**config.mk**
```make
export PLATFORM = sky130hd
export DESIGN_NAME = limit_binning_ctrl
export DESIGN_NICKNAME = d
export VERILOG_FILES = /design/src/logic/limit_pkg.sv /design/src/logic/limit_mem_if.sv /design/src/logic/limit_table.sv /design/src/logic/band_compare.sv /design/src/logic/limit_binning_ctrl.sv
export SDC_FILE = /design/constraint.sdc
export NUM_CORES = 2
export LEC_CHECK = 0
export BUFFER_PORTS_ARGS = -buffer_cell sky130_fd_sc_hd__buf_2
export CELL_PAD_IN_SITES_DETAIL_PLACEMENT = 1
export CELL_PAD_IN_SITES_GLOBAL_PLACEMENT = 2
export CORE_MARGIN = 1
export CORE_UTILIZATION = 48
export DETAILED_ROUTE_END_ITERATION = 16
export PLACE_DENSITY_LB_ADDON = 0.1
export SYNTH_ARGS = -nofsm -noshare
export SYNTH_HDL_FRONTEND = slang
export SYNTH_SLANG_ARGS = --single-unit
```
**constraint.sdc**
```tcl
create_clock -name clk -period 13.5 [get_ports clk]
set_input_delay 2.025 -clock clk [delete_from_list [all_inputs] [get_ports clk]]
set_output_delay 2.025 -clock clk [all_outputs]
set_load 0.01 [all_outputs]
```
**src/logic/limit_pkg.sv**
```systemverilog
// constants, field layout and register map of the limit test and binning controller
// assumes a single 20 MHz clock and an APB master with 32-bit data
package limit_pkg;
   localparam int DATA_W = 32;
   localparam int NUM_LIM = 10;
   localparam int PAT_W = 4;
   localparam int LOC_W = 7;
   localparam int ADDR_W = 8;
   localparam int ENTRY_W = 2 * DATA_W + 3 * PAT_W;
   // entry layout inside the limit table
   localparam int LO_LSB = 0;
   localparam int HI_LSB = DATA_W;
   localparam int PLO_LSB = 2 * DATA_W;
   localparam int PHI_LSB = PLO_LSB + PAT_W;
   localparam int PPASS_LSB = PHI_LSB + PAT_W;
   // register byte offsets
   localparam logic [ADDR_W-1:0] CTRL_OFF = 8'h00;
   localparam logic [ADDR_W-1:0] LIM_EN_OFF = 8'h04;
   localparam logic [ADDR_W-1:0] CMD_OFF = 8'h08;
   localparam logic [ADDR_W-1:0] RESULT_OFF = 8'h0c;
   localparam logic [ADDR_W-1:0] PATS_OFF = 8'h10;
   localparam logic [ADDR_W-1:0] NEXT_OFF = 8'h14;
   localparam logic [ADDR_W-1:0] PORT_OFF = 8'h18;
   localparam logic [ADDR_W-1:0] DELAY_OFF = 8'h1c;
   localparam logic [ADDR_W-1:0] LIM_BASE = 8'h40;
   localparam int LIM_STRIDE = 16;
   // control register fields
   localparam int C_FEED = 0;
   localparam int C_COMP_IN = 2;
   localparam int C_COMP_EN = 3;
   localparam int C_SORT = 4;
   localparam int C_IMM = 5;
   localparam int C_AUTOCLR = 6;
   localparam int C_WIDTH4 = 7;
   localparam int C_BUSY = 8;
   localparam int C_POL_LOW = 9;
   localparam int CTRL_W = 10;
   localparam logic [CTRL_W-1:0] CTRL_RST = 10'h000;
   // command bits
   localparam int CMD_CLEAR = 0;
   localparam int CMD_PORT_CLEAR = 1;
   // pattern register fields
   localparam int P_COMP = 0;
   localparam int P_PASS = 4;
   localparam int P_FAIL = 8;
   localparam int P_CLEAR = 12;
   // next-step register fields
   localparam int N_PASS_LOC = 0;
   localparam int N_PASS_NEXT = 7;
   localparam int N_FAIL_LOC = 8;
   localparam int N_FAIL_NEXT = 15;
   // timing
   localparam int CLK_HZ = 20_000_000;
   localparam int CYC_PER_US = CLK_HZ / 1_000_000;
   localparam int EOT_PULSE_US = 10;
   localparam int EOT_PULSE_CYC = (EOT_PULSE_US * CLK_HZ + 999_999) / 1_000_000;
   localparam int MAX_DELAY_S = 60;
   localparam int MAX_DELAY_US = MAX_DELAY_S * 1_000_000;
   localparam int DELAY_W = 26;

   typedef enum logic [1:0] {FEED_CALC, FEED_VOLT, FEED_CURR, FEED_RES} feed_t;

   function automatic logic lim_hit(input logic [ADDR_W-1:0] a);
      lim_hit = (a >= LIM_BASE) && (a < ADDR_W'(LIM_BASE + LIM_STRIDE * NUM_LIM))
                && (a[3:2] != 2'h3) && (a[1:0] == 2'h0);
   endfunction : lim_hit

   function automatic logic [3:0] lim_idx(input logic [ADDR_W-1:0] a);
      lim_idx = 4'((a - LIM_BASE) >> 4);
   endfunction : lim_idx
endpackage : limit_pkg

```
**src/logic/limit_mem_if.sv**
```systemverilog
// carrier between controller and its limit table
// assumes one clock shared by both ends
`timescale 1ns/1ns
`default_nettype none
interface limit_mem_if #(parameter int W = 76, parameter int D = 10);
   logic wr_en;
   logic [$clog2(D)-1:0] wr_addr;
   logic [W-1:0] wr_data;
   logic [W-1:0] wr_mask;
   logic [$clog2(D)-1:0] bus_addr;
   logic [W-1:0] bus_rdata;
   logic [$clog2(D)-1:0] scan_addr;
   logic [W-1:0] scan_rdata;
   modport ctl (output wr_en, wr_addr, wr_data, wr_mask, bus_addr, scan_addr, input bus_rdata, scan_rdata);
   modport mem (input wr_en, wr_addr, wr_data, wr_mask, bus_addr, scan_addr, output bus_rdata, scan_rdata);
endinterface : limit_mem_if
`default_nettype wire

```
**src/logic/limit_table.sv**
```systemverilog
// bound and pattern storage, one masked write port, two registered read ports
// assumes write mask selects the field being updated
`timescale 1ns/1ns
`default_nettype none
module limit_table #(parameter int W = 76, parameter int D = 10) (
   input wire logic clk,
   input wire logic ce,
   limit_mem_if.mem m
);
   logic [W-1:0] mem_q [D];

   always_ff @(posedge clk) begin
      if (ce && m.wr_en) begin
         mem_q[m.wr_addr] <= (mem_q[m.wr_addr] & ~m.wr_mask) | (m.wr_data & m.wr_mask);
      end
   end

   always_ff @(posedge clk) begin
      if (ce) begin
         m.bus_rdata <= mem_q[m.bus_addr];
         m.scan_rdata <= mem_q[m.scan_addr];
      end
   end
endmodule : limit_table
`default_nettype wire

```
**src/logic/band_compare.sv**
```systemverilog
// signed band check of one reading against one bound pair
// assumes both bounds already in the reading's format
`timescale 1ns/1ns
`default_nettype none
module band_compare #(parameter int W = 32) (
   input wire logic signed [W-1:0] value,
   input wire logic signed [W-1:0] lower,
   input wire logic signed [W-1:0] upper,
   output logic below,
   output logic above
);
   // equal to a bound counts as inside
   assign below = value < lower;
   assign above = value > upper;
endmodule : band_compare
`default_nettype wire

```
**src/logic/limit_binning_ctrl.sv**
```systemverilog
// limit test and binning controller with APB register access
// assumes readings and compliance flag come from logic on clk
`timescale 1ns/1ns
`default_nettype none
module limit_binning_ctrl #(
   parameter int unsigned AUTOCLR_MAX_US = limit_pkg::MAX_DELAY_US
) (
   input wire logic clk,
   input wire logic rstn,
   input wire logic ce,
   input wire logic [limit_pkg::ADDR_W-1:0] paddr,
   input wire logic psel,
   input wire logic penable,
   input wire logic pwrite,
   input wire logic [31:0] pwdata,
   output logic [31:0] prdata,
   output logic pready,
   output logic pslverr,
   input wire logic signed [limit_pkg::DATA_W-1:0] calc_value,
   input wire logic signed [limit_pkg::DATA_W-1:0] volt_value,
   input wire logic signed [limit_pkg::DATA_W-1:0] curr_value,
   input wire logic signed [limit_pkg::DATA_W-1:0] res_value,
   input wire logic reading_valid,
   input wire logic reading_last,
   input wire logic in_compliance,
   output logic [limit_pkg::PAT_W-1:0] port_lines,
   output logic [limit_pkg::LOC_W-1:0] next_sweep_point,
   output logic next_point_is_next,
   output logic next_point_valid
);
   import limit_pkg::*;

   typedef enum {ST_IDLE, ST_SCAN, ST_DECIDE} eval_state_t;

   limit_mem_if #(.W(ENTRY_W), .D(NUM_LIM)) mif ();

   limit_table #(.W(ENTRY_W), .D(NUM_LIM)) u_table (
      .clk(clk),
      .ce(ce),
      .m(mif.mem)
   );

   logic [CTRL_W-1:0] ctrl_q;
   logic [NUM_LIM-1:0] lim_en_q;
   logic [NUM_LIM:0] result_q;
   logic [15:0] pats_q;
   logic [15:0] next_q;
   logic [PAT_W-1:0] port_q;
   logic [DELAY_W-1:0] delay_q;
   logic ack_q;
   logic [31:0] prdata_q;
   logic [31:0] rd_mux;
   logic hit;
   logic wr_acc;
   logic clear_cmd;
   logic port_clear_cmd;
   eval_state_t state_q;
   logic [3:0] idx_q;
   logic [3:0] chk_idx_q;
   logic chk_vld_q;
   logic signed [DATA_W-1:0] val_q;
   logic last_q;
   logic rd_fail_q;
   logic [PAT_W-1:0] rd_pat_q;
   logic band_q;
   logic comp_q;
   logic [PAT_W-1:0] band_pat_q;
   logic sw_fail_q;
   logic [PAT_W-1:0] sw_pat_q;
   logic sweep_q;
   logic dec_fail;
   logic [PAT_W-1:0] dec_pat;
   logic acc_fail;
   logic [PAT_W-1:0] acc_pat;
   logic [PAT_W-1:0] out_pat;
   logic emit;
   logic out_fail;
   logic comp_fail;
   logic below;
   logic above;
   logic [30:0] ac_cnt_q;
   logic ac_run_q;
   logic ac_expire;
   logic [7:0] eot_cnt_q;
   logic busy;
   logic line4;
   logic [ENTRY_W-1:0] wmask;
   logic [ENTRY_W-1:0] wdata;

   wire logic sorting = ctrl_q[C_SORT];
   wire logic imm = ctrl_q[C_IMM];
   wire logic [PAT_W-1:0] clear_pat = pats_q[P_CLEAR +: PAT_W];

   // apb: one wait cycle on every access so table reads have settled
   assign pready = psel && penable && ack_q;
   assign hit = lim_hit(paddr) || (paddr == CTRL_OFF) || (paddr == LIM_EN_OFF) || (paddr == CMD_OFF)
                || (paddr == RESULT_OFF) || (paddr == PATS_OFF) || (paddr == NEXT_OFF)
                || (paddr == PORT_OFF) || (paddr == DELAY_OFF);
   assign pslverr = pready && !hit;
   assign prdata = prdata_q;
   assign wr_acc = ce && pready && pwrite && hit;
   assign clear_cmd = wr_acc && (paddr == CMD_OFF) && pwdata[CMD_CLEAR];
   assign port_clear_cmd = wr_acc && (paddr == CMD_OFF) && pwdata[CMD_PORT_CLEAR];

   always_ff @(posedge clk or negedge rstn) begin
      if (!rstn) begin
         ack_q <= 1'b0;
      end else if (ce) begin
         ack_q <= psel && penable && !ack_q;
      end
   end

   always_comb begin
      rd_mux = 32'h0000_0000;
      if (lim_hit(paddr)) begin
         unique case (paddr[3:2])
            2'h0: rd_mux = mif.bus_rdata[LO_LSB +: DATA_W];
            2'h1: rd_mux = mif.bus_rdata[HI_LSB +: DATA_W];
            default: rd_mux = {20'h00000, mif.bus_rdata[PLO_LSB +: 3 * PAT_W]};
         endcase
      end else if (paddr == CTRL_OFF) begin
         rd_mux = {22'h000000, ctrl_q};
      end else if (paddr == LIM_EN_OFF) begin
         rd_mux = {22'h000000, lim_en_q};
      end else if (paddr == RESULT_OFF) begin
         rd_mux = {21'h000000, result_q};
      end else if (paddr == PATS_OFF) begin
         rd_mux = {16'h0000, pats_q};
      end else if (paddr == NEXT_OFF) begin
         rd_mux = {16'h0000, next_q};
      end else if (paddr == PORT_OFF) begin
         rd_mux = {28'h0000000, port_lines};
      end else if (paddr == DELAY_OFF) begin
         rd_mux = {6'h00, delay_q};
      end
   end

   always_ff @(posedge clk or negedge rstn) begin
      if (!rstn) begin
         prdata_q <= 32'h0000_0000;
      end else if (ce && psel && penable && !ack_q) begin
         prdata_q <= pwrite ? 32'h0000_0000 : rd_mux;
      end
   end

   // software-written configuration
   always_ff @(posedge clk or negedge rstn) begin
      if (!rstn) begin
         ctrl_q <= CTRL_RST;
         lim_en_q <= '0;
         pats_q <= 16'h0000;
         next_q <= 16'h0000;
         delay_q <= '0;
      end else if (wr_acc) begin
         if (paddr == CTRL_OFF) begin
            ctrl_q <= pwdata[CTRL_W-1:0];
         end
         if (paddr == LIM_EN_OFF) begin
            lim_en_q <= pwdata[NUM_LIM-1:0];
         end
         if (paddr == PATS_OFF) begin
            pats_q <= pwdata[15:0];
         end
         if (paddr == NEXT_OFF) begin
            next_q <= pwdata[15:0];
         end
         if (paddr == DELAY_OFF) begin
            delay_q <= (pwdata > AUTOCLR_MAX_US) ? DELAY_W'(AUTOCLR_MAX_US) : pwdata[DELAY_W-1:0];
         end
      end
   end

   // table write: bounds and per-limit patterns
   always_comb begin
      wmask = '0;
      wdata = '0;
      unique case (paddr[3:2])
         2'h0: begin
            wmask[LO_LSB +: DATA_W] = '1;
            wdata[LO_LSB +: DATA_W] = pwdata;
         end
         2'h1: begin
            wmask[HI_LSB +: DATA_W] = '1;
            wdata[HI_LSB +: DATA_W] = pwdata;
         end
         default: begin
            wmask[PLO_LSB +: 3 * PAT_W] = '1;
            wdata[PLO_LSB +: 3 * PAT_W] = pwdata[3 * PAT_W-1:0];
         end
      endcase
   end

   assign mif.wr_en = wr_acc && lim_hit(paddr);
   assign mif.wr_addr = lim_idx(paddr);
   assign mif.wr_data = wdata;
   assign mif.wr_mask = wmask;
   assign mif.bus_addr = lim_idx(paddr);
   assign mif.scan_addr = (idx_q < 4'(NUM_LIM)) ? idx_q : 4'h0;

   band_compare #(.W(DATA_W)) u_cmp (
      .value(val_q),
      .lower(mif.scan_rdata[LO_LSB +: DATA_W]),
      .upper(mif.scan_rdata[HI_LSB +: DATA_W]),
      .below(below),
      .above(above)
   );

   assign comp_fail = ctrl_q[C_COMP_EN] && (ctrl_q[C_COMP_IN] ? in_compliance : !in_compliance);

   // evaluation sequence: latch, scan table, decide
   always_ff @(posedge clk or negedge rstn) begin
      if (!rstn) begin
         state_q <= ST_IDLE;
         idx_q <= 4'h0;
         chk_idx_q <= 4'h0;
         chk_vld_q <= 1'b0;
         val_q <= '0;
         last_q <= 1'b0;
      end else if (ce) begin
         unique case (state_q)
            ST_IDLE: begin
               if (reading_valid) begin
                  unique case (feed_t'(ctrl_q[C_FEED +: 2]))
                     FEED_CALC: val_q <= calc_value;
                     FEED_VOLT: val_q <= volt_value;
                     FEED_CURR: val_q <= curr_value;
                     FEED_RES: val_q <= res_value;
                  endcase
                  last_q <= reading_last;
                  idx_q <= 4'h0;
                  state_q <= ST_SCAN;
               end
            end
            ST_SCAN: begin
               chk_idx_q <= idx_q;
               if (idx_q == 4'(NUM_LIM)) begin
                  chk_vld_q <= 1'b0;
                  state_q <= ST_DECIDE;
               end else begin
                  chk_vld_q <= 1'b1;
                  idx_q <= idx_q + 4'h1;
               end
            end
            ST_DECIDE: begin
               state_q <= ST_IDLE;
            end
         endcase
      end
   end

   // per-reading accumulation of first failure and first passing band
   always_ff @(posedge clk or negedge rstn) begin
      if (!rstn) begin
         rd_fail_q <= 1'b0;
         rd_pat_q <= '0;
         band_q <= 1'b0;
         band_pat_q <= '0;
         comp_q <= 1'b0;
      end else if (ce) begin
         if (state_q == ST_IDLE && reading_valid) begin
            rd_fail_q <= comp_fail;
            comp_q <= comp_fail;
            rd_pat_q <= pats_q[P_COMP +: PAT_W];
            band_q <= 1'b0;
         end else if (chk_vld_q && lim_en_q[chk_idx_q]) begin
            if ((below || above) && !rd_fail_q) begin
               rd_fail_q <= 1'b1;
               rd_pat_q <= above ? mif.scan_rdata[PHI_LSB +: PAT_W] : mif.scan_rdata[PLO_LSB +: PAT_W];
            end
            if (!below && !above && !band_q) begin
               band_q <= 1'b1;
               band_pat_q <= mif.scan_rdata[PPASS_LSB +: PAT_W];
            end
         end
      end
   end

   // result flags: a new result wins over a clear in the same cycle
   always_ff @(posedge clk or negedge rstn) begin
      if (!rstn) begin
         result_q <= '0;
      end else if (ce) begin
         if (clear_cmd) begin
            result_q <= '0;
         end
         if (state_q == ST_IDLE && reading_valid && ctrl_q[C_COMP_EN]) begin
            result_q[0] <= comp_fail;
         end
         if (chk_vld_q && lim_en_q[chk_idx_q]) begin
            result_q[chk_idx_q + 4'h1] <= below || above;
         end
      end
   end

   // decision of one reading
   always_comb begin
      if (!sorting) begin
         dec_fail = rd_fail_q;
         dec_pat = rd_fail_q ? rd_pat_q : pats_q[P_PASS +: PAT_W];
      end else if (comp_q) begin
         dec_fail = 1'b1;
         dec_pat = pats_q[P_COMP +: PAT_W];
      end else if (lim_en_q == '0) begin
         dec_fail = 1'b0;
         dec_pat = pats_q[P_PASS +: PAT_W];
      end else if (band_q) begin
         dec_fail = 1'b0;
         dec_pat = band_pat_q;
      end else begin
         dec_fail = 1'b1;
         dec_pat = pats_q[P_FAIL +: PAT_W];
      end
   end

   // in sorting a compliance failure may still have found a band; the compliance result rules
   assign acc_fail = sw_fail_q || dec_fail;
   assign acc_pat = sw_fail_q ? sw_pat_q : dec_pat;
   assign emit = (state_q == ST_DECIDE) && (imm || sorting || last_q);
   assign out_pat = (sorting || imm) ? dec_pat : acc_pat;
   assign out_fail = (sorting || imm) ? dec_fail : acc_fail;

   // sweep accumulation for end-of-sweep update
   always_ff @(posedge clk or negedge rstn) begin
      if (!rstn) begin
         sw_fail_q <= 1'b0;
         sw_pat_q <= '0;
         sweep_q <= 1'b0;
      end else if (ce) begin
         if (emit) begin
            sw_fail_q <= 1'b0;
            sweep_q <= 1'b0;
         end else if (state_q == ST_DECIDE) begin
            sweep_q <= 1'b1;
            if (dec_fail && !sw_fail_q) begin
               sw_fail_q <= 1'b1;
               sw_pat_q <= dec_pat;
            end
         end else if (clear_cmd) begin
            sw_fail_q <= 1'b0;
            sweep_q <= 1'b0;
         end
      end
   end

   // next sweep point
   always_ff @(posedge clk or negedge rstn) begin
      if (!rstn) begin
         next_sweep_point <= '0;
         next_point_is_next <= 1'b0;
         next_point_valid <= 1'b0;
      end else if (ce) begin
         next_point_valid <= emit;
         if (emit) begin
            next_sweep_point <= out_fail ? next_q[N_FAIL_LOC +: LOC_W] : next_q[N_PASS_LOC +: LOC_W];
            next_point_is_next <= out_fail ? next_q[N_FAIL_NEXT] : next_q[N_PASS_NEXT];
         end
      end
   end

   // auto-clear timer
   assign ac_expire = ac_run_q && (ac_cnt_q == 31'h0);

   always_ff @(posedge clk or negedge rstn) begin
      if (!rstn) begin
         ac_cnt_q <= 31'h0;
         ac_run_q <= 1'b0;
      end else if (ce) begin
         if (emit && ctrl_q[C_AUTOCLR]) begin
            ac_cnt_q <= 31'(delay_q * 31'(CYC_PER_US));
            ac_run_q <= 1'b1;
         end else if (ac_expire || clear_cmd || port_clear_cmd) begin
            ac_run_q <= 1'b0;
         end else if (ac_run_q) begin
            ac_cnt_q <= ac_cnt_q - 31'h1;
         end
      end
   end

   // port pattern: later assignments take priority
   always_ff @(posedge clk or negedge rstn) begin
      if (!rstn) begin
         port_q <= '0;
      end else if (ce) begin
         if (ac_expire) begin
            port_q <= clear_pat;
         end
         if (clear_cmd || port_clear_cmd) begin
            port_q <= clear_pat;
         end
         if (wr_acc && paddr == PORT_OFF) begin
            port_q <= pwdata[PAT_W-1:0];
         end
         if (emit) begin
            port_q <= out_pat;
         end
      end
   end

   // end-of-test pulse length
   always_ff @(posedge clk or negedge rstn) begin
      if (!rstn) begin
         eot_cnt_q <= 8'h00;
      end else if (ce) begin
         if (emit) begin
            eot_cnt_q <= 8'(EOT_PULSE_CYC);
         end else if (eot_cnt_q != 8'h00) begin
            eot_cnt_q <= eot_cnt_q - 8'h01;
         end
      end
   end

   assign busy = (state_q != ST_IDLE) || sweep_q;

   always_comb begin
      if (ctrl_q[C_BUSY]) begin
         line4 = busy ^ ctrl_q[C_POL_LOW];
      end else if (ctrl_q[C_WIDTH4]) begin
         line4 = port_q[PAT_W-1];
      end else begin
         line4 = (eot_cnt_q != 8'h00) ^ ctrl_q[C_POL_LOW];
      end
   end

   // bit 0 drives line 1
   always_ff @(posedge clk or negedge rstn) begin
      if (!rstn) begin
         port_lines <= '0;
      end else if (ce) begin
         port_lines <= {line4, port_q[PAT_W-2:0]};
      end
   end
endmodule : limit_binning_ctrl
`default_nettype wire

```
==> results.toml <==
[pwr]
p_clk_share_pct = 33.0
p_int_uw = 7300
p_sw_uw = 3570
p_leak_uw = 0.0227
p_seq_share_pct = 40.8
p_per_area_mw_per_mm2 = 172
swShare_pct = 32.8
peakVddDrop_v = 0.000186
p_comb_share_pct = 26.2

[timing]
timing_hold_violations_final = 0
rsz0062_at_grt = "false"
drv_slew = 0
setup_violations = 0
slew_headroom_pct = 13.7
hold_ws_ns = 0.476
post-route-period-util_pct = 51.4
finalSetupTns_ns = 0
clock-skew-final_ns = 0.0254
fmax_mhz = 144
min_period_ns = 6.94
tightest_slew_ns = 1.29

[grt]
grt_antenna_before_repair = 13
first_global_vias = 39600
grt_use_total_pct = 32.2
grt_max_degree = 153
grt_pass1_wl_um = 275000
gr-total-overflow = 0

[clock_tree]
cts_num_sinks = 1152
cts_resized = 0
cts_hold_buf = 0
clk_latency_ns = 0.77
clk_pin_slew_ns = 0.06
htree_levels = 4
tritoncts = "done"
cts_buffer_depth = 3
cts-root-buf = "clkbuf_16"
cts_made_buffers = 131
cts_setup_buffers = 0

[critical_path]
timing.rr.start = "idx_q[2]"
cp.required_ns = 11.48
critPathCaptureType = "output pin"
worst_setup_path_start_kind = "input pin"
r2r_cells = 9
worst-setup-path-type = "in2out"
regToRegEndpoint = "u_table.m.scan_rdata[3]"
crit_end = "pslverr"
ff2ff_setup_slack_ns = 8.57
critical_path_peak_fanout = 45
crit_start = "paddr[6]"
arrival_ns = 4.92

[drt]
route.detailed.drc = 0
routedWlPerCell_um = 32.3
drt-total-wl_um = 190000
via_per_inst = 6.60
ant_nets = 0
vias = 38700
drt_iter0_markers = 3258
first_pass_iters = 7

[yosys]
synth_edf_count = 912
synthDistinctLibCells = 79
yosysSeqAreaShare_pct = 59.4
yosys.area.top_type_share_pct = 48.7
synth_cells = 4099
ys_async_sr_fraction_pct = 20.8
synth-seq-cells = 1152
syn_avg_cell_area_sq_um = 13.7
synth_ff_type = "edfxtp_1"
syn_area_sq_mm = 0.0562
synth_nets = 4401
synth_top_area_cell = "edfxtp_1"
yosysWarnings = 0
ys_top_cells_by_area = "edfxtp_1 (49%), dfrtp_1 (11%), mux4_2 (11%), mux2_2 (4.2%), nand2_1 (3.2%)"

[die]
ioPinCount = 224
initial_core_util_pct = 48.4
core-area_sq_mm = 0.116
die_x_um = 344
die_area_sq_mm = 0.119
num_rows = 125
die_h_um = 344

[placement]
dp_hpwl_um = 118000
portBuffers = 223
dp.cells = 5626
routabilityCongestion = 0.855

[cells_and_area]
final_common_cell = "edfxtp_1"
mostFrequentLayoutCells = "edfxtp_1 (912), nand2_1 (484), mux4_2 (266), a21oi_1 (246), dfrtp_1 (236)"
n_antenna_cell = 0
finalNetCount = 4537
fill_cells = 11300
layout-drive-gt1-share_pct = 23.0
area_growth_pct = 12.3
final_cell_count_no_fill = 5862

[run]
drv_cap = 0

[hold_path]
hold_path_class = "reg2reg"

[run_status]
outcome = "complete, no violations"
-- cells in the mapped netlist (85+ instances only) --
library cell / count
nand2_1: 486
a31oi_1: 85
mux4_2: 266
o221ai_1: 153
inv_1: 96
a21oi_1: 246
ha_1: 124
nor2_1: 99
dfrtp_1: 240
o21ai_0: 223
edfxtp_1: 912
mux2_2: 212
clkbuf_1: 216
-- power groups by stage --
stage	clock network (uW)	registers (uW)	logic (uW)
after floorplan	0	4360	1810
after global placement	0	4500	2780
after detailed placement	0	4510	2830
after CTS	3620	4440	2850
after global routing	3750	4460	3050
final	3590	4440	2850
-- area by class of cell --
type	instances	area [sq um]	area share [%]
timing repair buffer	292	1740	2.75
sequential	1152	33400	52.9
multi-input combinational	2560	21500	34.0
clock inverter	58	623	0.986
tap	1524	1910	3.02
clock buffer	178	3640	5.76
inverter	98	373	0.590
-- kinds of logic (layout without fill, tap and decap cells) --
| logic type | after synthesis | in the layout | share of synthesized area, % |
|---|---|---|---|
| flops | 1152 | 1152 | 59.4 |
| fa+ha+maj | 125 | 125 | 2.79 |
| xor+xnor | 22 | 22 | 0.343 |
| simple gates | 874 | 874 | 7.15 |
| buf+inv | 387 | 626 | 2.67 |
| mux | 551 | 551 | 16.2 |
| compound gates | 988 | 988 | 11.5 |
-- state kept, by name, summed over array words and instances, names as in the netlist, 4 cells and up --
signal	flops
u_table.mem_q	760
u_table.m.bus_rdata	76
u_table.m.scan_rdata	76
prdata	32
val_q	32
ac_cnt_q	31
delay_q	26
next_q	16
pats_q	16
result_q	11
ctrl_q	10
lim_en_q	10
eot_cnt_q	8
next_sweep_point	7
band_pat_q	4
chk_idx_q	4
idx_q	4
port_lines	4
port_q	4
rd_pat_q	4
sw_pat_q	4
-- worst min path at each step --
stage / start / endpoint / slack [ns] / cells after the start
2_1_floorplan: result_q[1] / result_q[1] / 0.44 / 2
3_3_place_gp: u_table.m.scan_rdata[72] / band_pat_q[0] / 0.44 / 1
3_5_place_dp: next_point_valid / next_point_valid / 0.47 / 1
4_1_cts: next_point_valid / next_point_valid / 0.48 / 1
5_1_grt: ac_cnt_q[22] / ac_cnt_q[22] / 0.50 / 2
6_report: next_point_valid / next_point_valid / 0.48 / 1
-- through the flow --
| step | worst slack [ns] | util [%] | cell area (sq um) | power [uW] |
|---|---|---|---|---|
| after detailed placement | 6.61 | 50.7 | 58900 | 7340 |
| after floorplan | 3.36 | - | 56200 | 6170 |
| after global placement | 6.73 | 50.7 | 58900 | 7280 |
| final | 6.56 | 54.4 | 63200 | 10900 |
| after global routing | 6.41 | 54.4 | 63200 | 11300 |
| after CTS | 6.60 | 54.4 | 63200 | 10900 |
-- per-layer routing --
layer | track usage [%] | routed length (um) | vias to the layer above
met1 | 43.0 | 76500 | 20400
met3 | 5.11 | 13600 | 323
met5 | 0 | 23 | -
li1 | - | - | 16400
met2 | 53.2 | 92400 | 1564
met4 | 12.0 | 6980 | 4
-- worst max-delay path, stage by stage --
cell and delay [ns]:
buf_4 0.35, inv_4 0.58, ha_1 0.27, or3b_1 0.41, nor2_1 0.84, nor4_1 0.20
buf_2 0.22
Note: power is estimated with default switching activity, not from simulation.
